--- src/shared/part_defs.svh ---
`ifndef PART_DEFS_SVH
`define PART_DEFS_SVH

// register byte addresses on the wishbone bus
`define ART_DUTY0_ADDR    8'h00
`define ART_DUTY1_ADDR    8'h04
`define ART_DUTY2_ADDR    8'h08
`define ART_DUTY3_ADDR    8'h0c
`define ART_PWMCTL_ADDR   8'h10
`define ART_CSR_ADDR      8'h14
`define ART_CAR_ADDR      8'h18
`define ART_ARR_ADDR      8'h1c
// control/status and pwm control field positions
`define ART_CSR_CLOCK_SOURCE_SELECT      7
`define ART_CSR_CC_HI     6
`define ART_CSR_CC_LO     4
`define ART_CSR_TCE       3
`define ART_CSR_FORCE_RELOAD      2
`define ART_CSR_OIE       1
`define ART_CSR_OVF       0
`define ART_PWM_OE_LO     4
// reset value and the counter value that overflows
`define ART_RESET_BYTE    8'h00
`define ART_CNT_MAX       8'hff
`endif

--- src/shared/art_pkg.sv ---
package art_pkg;
   // one bus access at a time: idle or answering
   typedef enum logic [0:0]
   {
      ART_IDLE = 1'b0,
      ART_ACK  = 1'b1
   } art_bus_t;

   typedef logic [7:0] art_byte_t;

   typedef struct packed
   {
      art_bus_t        bus;
      art_byte_t [3:0] duty;
      art_byte_t [3:0] cmp;
      logic [3:0]      oe;
      logic [3:0]      pol;
      logic            clock_source_select;
      logic [2:0]      cc;
      logic            counter_enable;
      logic            overflow_irq_enable;
      logic            ovf;
      art_byte_t       arr;
      art_byte_t       cnt;
      logic [6:0]      pre;
      logic [3:0]      pwm_lvl;
      logic [3:0]      pwm_out;
      logic [3:0]      pwm_oe;
      logic            irq;
      art_byte_t       rdat;
      logic            ext_s1;
      logic            ext_s2;
      logic            ext_s3;
   } art_state_t;
endpackage

--- src/rtl/art_timer.sv ---
// The Wishbone interface to the registers and the register offsets are this design's own decisions.
`timescale 1ns/100ps
`include "part_defs.svh"
module art_timer
(
   // clock and reset
   input  wire logic        MCLK_I,
   input  wire logic        NRST_I,
   // wishbone slave
   input  wire logic        CYC_I,
   input  wire logic        STB_I,
   input  wire logic        WE_I,
   input  wire logic [7:0]  ADR_I,
   input  wire logic [3:0]  SEL_I,
   input  wire logic [31:0] DAT_I,
   output logic      [31:0] DAT_O,
   output logic             ACK_O,
   // board side
   input  wire logic        EXT_CLK_I,
   input  wire logic        HALT_I,
   output logic      [3:0]  PWM_O,
   output logic      [3:0]  PWM_OE_O,
   output logic             IRQ_O
);
   art_pkg::art_state_t st_reg;
   art_pkg::art_state_t st_next;

   logic       req;
   logic       wr;
   logic       rd;
   logic       frozen;
   logic       tick_in;
   logic       cnt_tick;
   logic       ovf_evt;
   logic       init_evt;
   logic [7:0] wbyte;
   logic [7:0] csr_rd;
   logic [6:0] pre_inc;
   logic [7:0] pre_mask;

   // byte lane 0 carries the eight-bit registers; upper lanes read as zero
   assign req   = CYC_I && STB_I && (st_reg.bus == art_pkg::ART_IDLE);
   assign wr    = req && WE_I && SEL_I[0];
   assign rd    = req && !WE_I;
   assign wbyte = DAT_I[7:0];
   // halted with the external clock still counting, but no register writes land
   assign frozen = HALT_I;
   assign csr_rd = {st_reg.clock_source_select, st_reg.cc, st_reg.counter_enable, 1'b0, st_reg.overflow_irq_enable, st_reg.ovf};

   // input tick: every cpu cycle, or a synchronised rising edge of the pin
   always_comb
   begin
      if (st_reg.clock_source_select)
      begin
         tick_in = st_reg.ext_s2 && !st_reg.ext_s3;
      end
      else
      begin
         tick_in = !HALT_I;  // cpu clock stops in halt
      end
   end

   // prescaler tap: bits below the selected tap all ones means next input tick wraps that tap
   assign pre_inc  = st_reg.pre + 7'h01;
   assign pre_mask = (8'h01 << st_reg.cc) - 8'h01;
   assign cnt_tick = st_reg.counter_enable && tick_in && ((st_reg.pre & pre_mask[6:0]) == pre_mask[6:0]);
   assign ovf_evt  = cnt_tick && (st_reg.cnt == `ART_CNT_MAX);
   assign init_evt = !frozen && wr && (((ADR_I == `ART_CSR_ADDR) && wbyte[`ART_CSR_FORCE_RELOAD])
                     || (ADR_I == `ART_CAR_ADDR));

   always_comb
   begin
      st_next = st_reg;
      // pin synchroniser; third stage only feeds the edge detector
      st_next.ext_s1 = EXT_CLK_I;
      st_next.ext_s2 = st_reg.ext_s1;
      st_next.ext_s3 = st_reg.ext_s2;

      // bus answer one cycle after the request, dropped the cycle after
      st_next.bus = req ? art_pkg::ART_ACK : art_pkg::ART_IDLE;
      if (rd)
      begin
         case (ADR_I)
            `ART_DUTY0_ADDR:  st_next.rdat = st_reg.duty[0];
            `ART_DUTY1_ADDR:  st_next.rdat = st_reg.duty[1];
            `ART_DUTY2_ADDR:  st_next.rdat = st_reg.duty[2];
            `ART_DUTY3_ADDR:  st_next.rdat = st_reg.duty[3];
            `ART_PWMCTL_ADDR: st_next.rdat = {st_reg.oe, st_reg.pol};
            `ART_CSR_ADDR:    st_next.rdat = csr_rd;
            `ART_CAR_ADDR:    st_next.rdat = st_reg.cnt;
            `ART_ARR_ADDR:    st_next.rdat = st_reg.arr;
            default:          st_next.rdat = `ART_RESET_BYTE;  // unmapped reads zero; no prescaler path
         endcase
      end

      // prescaler and counter advance; frozen when counter_enable is low
      if (st_reg.counter_enable && tick_in)
      begin
         st_next.pre = pre_inc;
      end
      if (cnt_tick)
      begin
         if (ovf_evt)
         begin
            st_next.cnt = st_reg.arr;
            st_next.cmp = st_reg.duty;
         end
         else
         begin
            st_next.cnt = st_reg.cnt + 8'h01;
         end
      end

      // reading the status clears the flag, but a same-cycle overflow still wins
      if (rd && (ADR_I == `ART_CSR_ADDR))
      begin
         st_next.ovf = 1'b0;
      end
      if (ovf_evt)
      begin
         st_next.ovf = 1'b1;
      end

      // register writes, blocked while halted
      if (wr && !frozen)
      begin
         case (ADR_I)
            `ART_DUTY0_ADDR:  st_next.duty[0] = wbyte;
            `ART_DUTY1_ADDR:  st_next.duty[1] = wbyte;
            `ART_DUTY2_ADDR:  st_next.duty[2] = wbyte;
            `ART_DUTY3_ADDR:  st_next.duty[3] = wbyte;
            `ART_PWMCTL_ADDR:
            begin
               st_next.oe  = wbyte[7:`ART_PWM_OE_LO];
               st_next.pol = wbyte[3:0];
            end
            `ART_CSR_ADDR:
            begin
               st_next.clock_source_select = wbyte[`ART_CSR_CLOCK_SOURCE_SELECT];
               st_next.cc   = wbyte[`ART_CSR_CC_HI:`ART_CSR_CC_LO];
               st_next.counter_enable  = wbyte[`ART_CSR_TCE];
               st_next.overflow_irq_enable  = wbyte[`ART_CSR_OIE];
               if (wbyte[`ART_CSR_FORCE_RELOAD])
               begin
                  st_next.cnt = st_reg.arr;
               end
            end
            `ART_CAR_ADDR:    st_next.cnt = wbyte;
            `ART_ARR_ADDR:    st_next.arr = wbyte;
            default:          st_next.arr = st_reg.arr;
         endcase
      end
      if (init_evt)
      begin
         st_next.pre = 7'h00;
      end

      // waveform level: active from overflow, restored once counter passes compare
      for (int i = 0; i < 4; i++)
      begin
         if (HALT_I)
         begin
            st_next.pwm_lvl[i] = st_reg.pwm_lvl[i];
         end
         else
         begin
            // equals high at or below compare, low above
            st_next.pwm_lvl[i] = (st_next.cnt <= st_next.cmp[i]);
         end
         // polarity acts immediately; 0%/100% at reload zero by inversion
         st_next.pwm_out[i] = st_next.pwm_lvl[i] ^ st_next.pol[i];
         st_next.pwm_oe[i]  = st_next.oe[i];
         if (!st_next.oe[i])
         begin
            st_next.pwm_out[i] = 1'b0;
         end
      end

      // level interrupt; compare above reload is left to software
      st_next.irq = st_next.ovf && st_next.overflow_irq_enable;
   end

   // single state register, synchronous active-low reset
   always_ff @(posedge MCLK_I)
   begin
      if (!NRST_I)
      begin
         st_reg     <= '0;
         st_reg.bus <= art_pkg::ART_IDLE;
      end
      else
      begin
         st_reg <= st_next;
      end
   end

   assign DAT_O    = {24'h000000, st_reg.rdat};
   assign ACK_O    = (st_reg.bus == art_pkg::ART_ACK);
   assign PWM_O    = st_reg.pwm_out;
   assign PWM_OE_O = st_reg.pwm_oe;
   assign IRQ_O    = st_reg.irq;
endmodule

--- config.mk ---
export PLATFORM = sky130hd
export DESIGN_NAME = art_timer
export DESIGN_NICKNAME = d
export VERILOG_FILES = /design/src/shared/art_pkg.sv /design/src/rtl/art_timer.sv
export VERILOG_INCLUDE_DIRS = /design/src /design/src/shared
export SDC_FILE = /design/constraint.sdc
export NUM_CORES = 1
export LEC_CHECK = 0
export ABC_AREA = 1
export ABC_CLOCK_PERIOD_IN_PS = 2600
export BUFFER_PORTS_ARGS = -buffer_cell sky130_fd_sc_hd__buf_2
export CAP_MARGIN = 15
export CORE_UTILIZATION = 45
export CTS_BUF_LIST = sky130_fd_sc_hd__clkbuf_2
export DETAILED_ROUTE_END_ITERATION = 16
export HOLD_SLACK_MARGIN = 0.06
export PLACE_DENSITY = 0.68
export REMOVE_ABC_BUFFERS = 1
export SLEW_MARGIN = 5
export SYNTH_ARGS = -nofsm -noshare
export SYNTH_HDL_FRONTEND = slang
export SYNTH_SLANG_ARGS = --single-unit
--- constraint.sdc ---
create_clock -name MCLK_I -period 2.6 [get_ports MCLK_I]
set_input_delay 0.26 -clock MCLK_I [delete_from_list [all_inputs] [get_ports MCLK_I]]
set_output_delay 0.26 -clock MCLK_I [all_outputs]
set_load 0.03 [all_outputs]
==> results of run 1 <==
==> cell usage after synthesis, drive strengths merged <==
cell	number
a211oi	4
a21o	2
a21oi	66
a31oi	3
buf	49
clkbuf	13
clkinv	4
conb	1
dfxtp	123
ha	34
inv	94
mux2i	19
nand2	219
nand3	22
nand3b	2
nand4	6
nor2	145
nor3	5
nor3b	2
nor4	2
o211ai	1
o21a	4
o21ai	100
o21bai	1
o22ai	1
o31ai	1
or2	5
xnor2	2
xor2	1
==> per-layer routing <==
metal | vias up | share of wire
li1 | 3252 | -
met2 | 228 | 0.47
met5 | - | 0
met4 | 0 | 0.036
met1 | 2995 | 0.43
met3 | 63 | 0.064
==> what timing repair did <==
action                     CTS  global route
hold buffers                16             0
buffers inserted             6             4
hold endpoints to repair    70             0
setup endpoints to repair    8             8
pin swaps                   16            25
gates resized for setup     50            65
==> area by class of cell <==
cell class / instances / area [um^2]
Clock inverter: 14 / 214
Tap cell: 184 / 230
Multi-Input combinational cell: 671 / 3880
Clock buffer: 18 / 90.1
Inverter: 98 / 388
Sequential cell: 123 / 2480
Fill cell: 1324 / 5930
Timing Repair Buffer: 171 / 1330
==> cells by family after synthesis <==
| family | count (synthesis) | synth area share |
|---|---|---|
| DFF | 123 | 0.368 |
| adders and majority gates | 34 | 0.0636 |
| muxes | 19 | 0.0369 |
| and+or+nand+nor | 408 | 0.258 |
| buffers and inverters | 160 | 0.121 |
| AOI/OAI and AO/OA | 183 | 0.148 |
| other | 1 | 0.000561 |
| xor gates and xnor gates | 3 | 0.00393 |
==> stage by stage <==
stage | instance area [um^2] | hold slack, ns | worst slack (ns) | setup TNS, ns
finish | 8600 | 0.185 | -0.145 | -0.533
global route | 8600 | 0.187 | -0.311 | -1.43
CTS | 8270 | 0.134 | -0.0956 | -0.318
detailed placement | 7590 | 0.410 | -0.387 | -1.96
global placement | 7590 | 0.412 | -0.350 | -1.82
floorplan | 6340 | 0.353 | -0.499 | -3.34
==> worst max-delay path, delay by kind of cell, from the launching register on <==
family	cells	cell delay [ns]
buffers and inverters	3	0.44
DFF	1	0.40
AOI/OAI and AO/OA	2	0.30
adders and majority gates	1	0.31
muxes	1	0.18
and+or+nand+nor	13	1.05
==> power groups by stage <==
stage / logic [mW] / clock network (mW) / registers (mW)
4_1_cts: 0.216 / 1.55 / 1.90
2_1_floorplan: 0.101 / 0 / 1.94
5_1_grt: 0.242 / 1.62 / 1.90
3_3_place_gp: 0.195 / 0 / 1.94
6_report: 0.223 / 1.54 / 1.90
3_5_place_dp: 0.196 / 0 / 1.94
==> path summary, 6_finish.rpt <==
| kind | start | end | slack (ns) | cells after the start |
|---|---|---|---|---|
| max reg2reg | csr_rd[5] | PWM_O[3] | -0.14 | 20 |
| min | SEL_I[0] | csr_rd[7] | 0.18 | 6 |
| max | csr_rd[5] | PWM_O[3] | -0.14 | 20 |
| min reg2reg | st_next[1] | st_next[0] | 0.44 | 2 |
==> flow_summary_export.csv, run 1 <==
group,metric,value,unit
synth,synthTopCellsByArea,"dfxtp_1 (37%), nand2_1 (12%), nor2_1 (7.5%), o21ai_0 (6.7%), ha_1 (6.4%)",
setup_path,cp_max_fo,6,
global_route,grt_max_degree,61,
clocking,cts.clk_slew.worst_paths,0.21,ns
detailed_routing,vias_per_cell,5.11,
clocking,cts-root-buf,"clkbuf_2",
final_layout,drive_gt1_frac,0.287,
pwr,pwr-share-clk,0.421,
global_route,grtUsageMet2,0.425,
synth,syn_inst,931,
placed_design,gp_routability_congestion,0.952,
synth,yosysTopAreaCell,"dfxtp_1",
sta,rsz0062_at_grt,"true",
run_status,status,"finished, violations left",
global_route,antenna_found_initial,0,
run_status,violations,"setup timing",
synth,avgSynthCellArea,7.18,um^2
pwr,power,3.66,mW
die,die_y,124,um
setup_path,required,3.28,ns
sta,finalHoldViolCount,0,
run,maxCapViolations,0,
sta,fmax,364,MHz
sta,fin_crit_sh,1.06,
die,die_x,124,um
clocking,htree_num_levels,4,
setup_path,setup.worst_path.end_class,"register",
synth,synth_seq_area_share,0.368,
sta,worst_slack,-0.145,ns
global_route,grt_overflow_total,0,
clocking,cts_tree,"built",
pwr,p_leak,3.89,nW
sta,maxSlewViolCount,0,
pwr,combPwrFrac,0.061,
detailed_routing,ant_nets,0,
synth,yosysUniqueCellTypes,46,
sta,setup_viol,6,
synth,synth_top_area_share,0.368,
final_layout,instances_no_fill,1279,
clocking,clk_path_buf_depth,2,
final_layout,largest_register_ffs,96,
synth,synth_area,6680,um^2
global_route,grt_pass1_wl,29.6,mm
die,rows,44,
setup_path,slowest_stage,"dfxtp_4",
sta,min_period,2.74,ns
sta,slew_headroom,0.599,
hold_path,hp-class,"input port to register",
setup_path,crit_path_max_incr_delay,0.40,ns
detailed_routing,wl_per_cell,15.7,um
detailed_routing,vias,6538,
global_route,grt_use_total,0.263,
setup_path,path_cells,"nor2_2, nand2_1, nand2_1, nand2_2, nor2_4, buf_6, nand3_4, buf_12, buf_12, mux2i_4, ha_1, a21oi_1, o21ai_2, nand2_1, nand3_2, nand2_2, nand2_2, nand2_2, nand2_1, nor2_1",
pwr,ir_drop,0.487,mV
final_layout,syn_to_final_growth,28.7,%
die,dieArea,15300,um^2
global_route,grt_pass1_vias,5845,
detailed_routing,wl,20.1,mm
global_route,use_met1,0.338,
setup_path,worstPathArrival,3.43,ns
detailed_routing,drtIter0Drc,663,
pwr,internal_power,2.70,mW
sta,clock_skew,0.0348,ns
final_layout,final_common_cell,"nand2_1",
die,coreArea,14500,um^2
clocking,cts_buffers,17,
final_layout,antenna_cells,0,
placed_design,dp.cells,1221,
final_layout,post-route-util,0.592,
die,io_pins,93,
pwr,cellPowerDensity,425,nW/um^2
pwr,p_sw,0.960,mW
placed_design,dp_hpwl,14.4,mm
detailed_routing,dr.pass1.iters,5,
setup_path,path_class,"register to register",
global_route,use_met3,0.0572,
sta,tightest_slew,0.602,ns
synth,yosys_warnings,0,
clocking,clock-sinks,123,
clocking,clk_latency,0.73,ns
final_layout,layout.nets,1167,
die,initial_core_util,0.460,
detailed_routing,drc_errors,0,
placed_design,port_buffers,41,
setup_path,startpoint_type,"register",
pwr,seq_power_share,0.518,
synth,ys_ff_latch,123,
global_route,busiest_layer,"met2",
final_layout,final_cell_mix,"nand2_1 (190), nor2_1 (128), dfxtp_1 (116)",
pwr,swShare,0.263,
Note: power is estimated with default switching activity, not from simulation.
==> run 2: changes to the inputs <==
Settings changed: SKIP_LAST_GASP from default to 1.
==> flow_summary_export.csv, run 2 (synthesis gave the netlist of run 1 again) <==
group,metric,value,unit
global_route,grt_overflow_total,0,
clocking,clk_latency,0.73,ns
final_layout,drive_gt1_frac,0.284,
run_status,status,"finished, violations left",
sta,finalHoldViolCount,0,
clocking,cts-root-buf,"clkbuf_2",
pwr,p_sw,0.959,mW
pwr,cellPowerDensity,425,nW/um^2
setup_path,path_class,"register to register",
setup_path,cp_max_fo,6,
setup_path,crit_path_max_incr_delay,0.40,ns
detailed_routing,wl_per_cell,15.7,um
sta,maxSlewViolCount,0,
final_layout,largest_register_ffs,96,
pwr,seq_power_share,0.519,
die,dieArea,15300,um^2
hold_path,hp-class,"input port to register",
final_layout,final_common_cell,"nand2_1",
setup_path,worst-path-stages,20,
clocking,clk_path_buf_depth,2,
final_layout,layout.nets,1167,
pwr,p_leak,3.89,nW
final_layout,antenna_cells,0,
final_layout,post-route-util,0.592,
global_route,grt_pass1_vias,5843,
pwr,internal_power,2.70,mW
setup_path,startpoint_type,"register",
sta,rsz0062_at_grt,"true",
sta,slew_headroom,0.604,
setup_path,slowest_stage,"dfxtp_4",
die,die_y,124,um
run_status,violations,"setup timing",
die,rows,44,
sta,min_period,2.74,ns
placed_design,dp.cells,1221,
sta,clock_skew,0.0367,ns
pwr,combPwrFrac,0.061,
clocking,htree_num_levels,4,
pwr,ir_drop,0.484,mV
setup_path,path_delay_family,"simple AND/OR/NAND/NOR gates",
die,initial_core_util,0.460,
detailed_routing,ant_nets,0,
setup_path,path_buf_inv,4,
final_layout,instances_no_fill,1279,
detailed_routing,vias,6561,
pwr,swShare,0.262,
die,die_x,124,um
placed_design,port_buffers,41,
detailed_routing,dr.pass1.iters,5,
die,coreArea,14500,um^2
clocking,cts.clk_slew.worst_paths,0.20,ns
setup_path,worstPathArrival,3.42,ns
setup_path,path_cells,"nor2_2, nand2_1, nand2_1, nand2_2, nor2_4, buf_6, nand3_4, buf_12, buf_12, mux2i_4, ha_1, nand2_1, buf_4, nor2_2, a31oi_1, nand2_2, nand2_2, nand2_2, nand2_1, nor2_1",
clocking,cts_tree,"built",
setup_path,rr_worst_depth,20,
detailed_routing,wl,20.1,mm
run,maxCapViolations,0,
detailed_routing,drtIter0Drc,561,
setup_path,required,3.28,ns
sta,worst_slack,-0.138,ns
placed_design,place_ws,-0.387,ns
sta,fmax,365,MHz
detailed_routing,drc_errors,0,
setup_path,setup.worst_path.end_class,"register",
hold_path,whs_path_depth,6,
clocking,cts_buffers,17,
global_route,antenna_found_initial,0,
sta,setup_viol,6,
final_layout,final_cell_mix,"nand2_1 (193), nor2_1 (129), dfxtp_1 (116)",
sta,fin_crit_sh,1.05,
global_route,grt_max_degree,61,
sta,tightest_slew,0.594,ns
detailed_routing,vias_per_cell,5.13,
global_route,grt_pass1_wl,29.6,mm
pwr,power,3.66,mW
die,io_pins,93,
global_route,grt_use_total,0.263,
sta,fin_hold_ws,0.178,ns
clocking,clock-sinks,123,
pwr,pwr-share-clk,0.420,
placed_design,gp_routability_congestion,0.952,
final_layout,syn_to_final_growth,28.7,%
placed_design,dp_hpwl,14.4,mm
==> run 2: area by class of cell <==
class	instances	area, um^2
multi-input cells	671	3880
clock inverters	14	214
clock buffers	18	90.1
flip-flops and latches	123	2480
inverters	98	388
well taps	184	230
fillers	1322	5930
repair buffers	171	1320
==> run 2: routing by layer <==
metal | vias to the layer above | GRT usage | share of wire
met4 | 0 | 0.106 | 0.031
met2 | 254 | 0.425 | 0.47
li1 | 3251 | - | -
met5 | - | 0 | 0
met3 | 53 | 0.0572 | 0.070
met1 | 3003 | 0.338 | 0.43
==> run 2: metrics by stage <==
stage | area (um^2) | setup TNS [ns]
2_1_floorplan | 6340 | -3.34
4_1_cts | 8260 | -0.325
3_3_place_gp | 7590 | -1.82
6_report | 8600 | -0.455
3_5_place_dp | 7590 | -1.96
5_1_grt | 8600 | -1.32
==> run 2: what timing repair did <==
action,CTS,global route
gates resized for setup,48,62
endpoints found under the setup margin,8,8
cloned,0,0
hold buffers,16,0
buffers inserted,6,4
pin swaps,15,26
hold endpoints to repair,70,0
==> run 2: path summary, 6_finish.rpt <==
path              startpoint    endpoint  slack (ns)
setup / recovery   csr_rd[5]    PWM_O[3]       -0.14
hold / removal      SEL_I[0]   csr_rd[7]        0.18
setup reg to reg   csr_rd[5]    PWM_O[3]       -0.14
hold reg to reg   st_next[1]  st_next[0]        0.44
==> run 2: tightest hold or removal path, stage by stage <==
cell and delay, ns:
buf_2 0.10, nand3_1 0.12, nor2_4 0.06, nand2_1 0.09, buf_4 0.17, a21oi_1 0.07
==> run 2: power groups by stage <==
stage	Clock, mW	Combinational, mW	Sequential, mW
6_report	1.54	0.224	1.90
3_3_place_gp	0	0.195	1.94
3_5_place_dp	0	0.196	1.94
2_1_floorplan	0	0.101	1.94
5_1_grt	1.62	0.242	1.90
4_1_cts	1.55	0.216	1.90
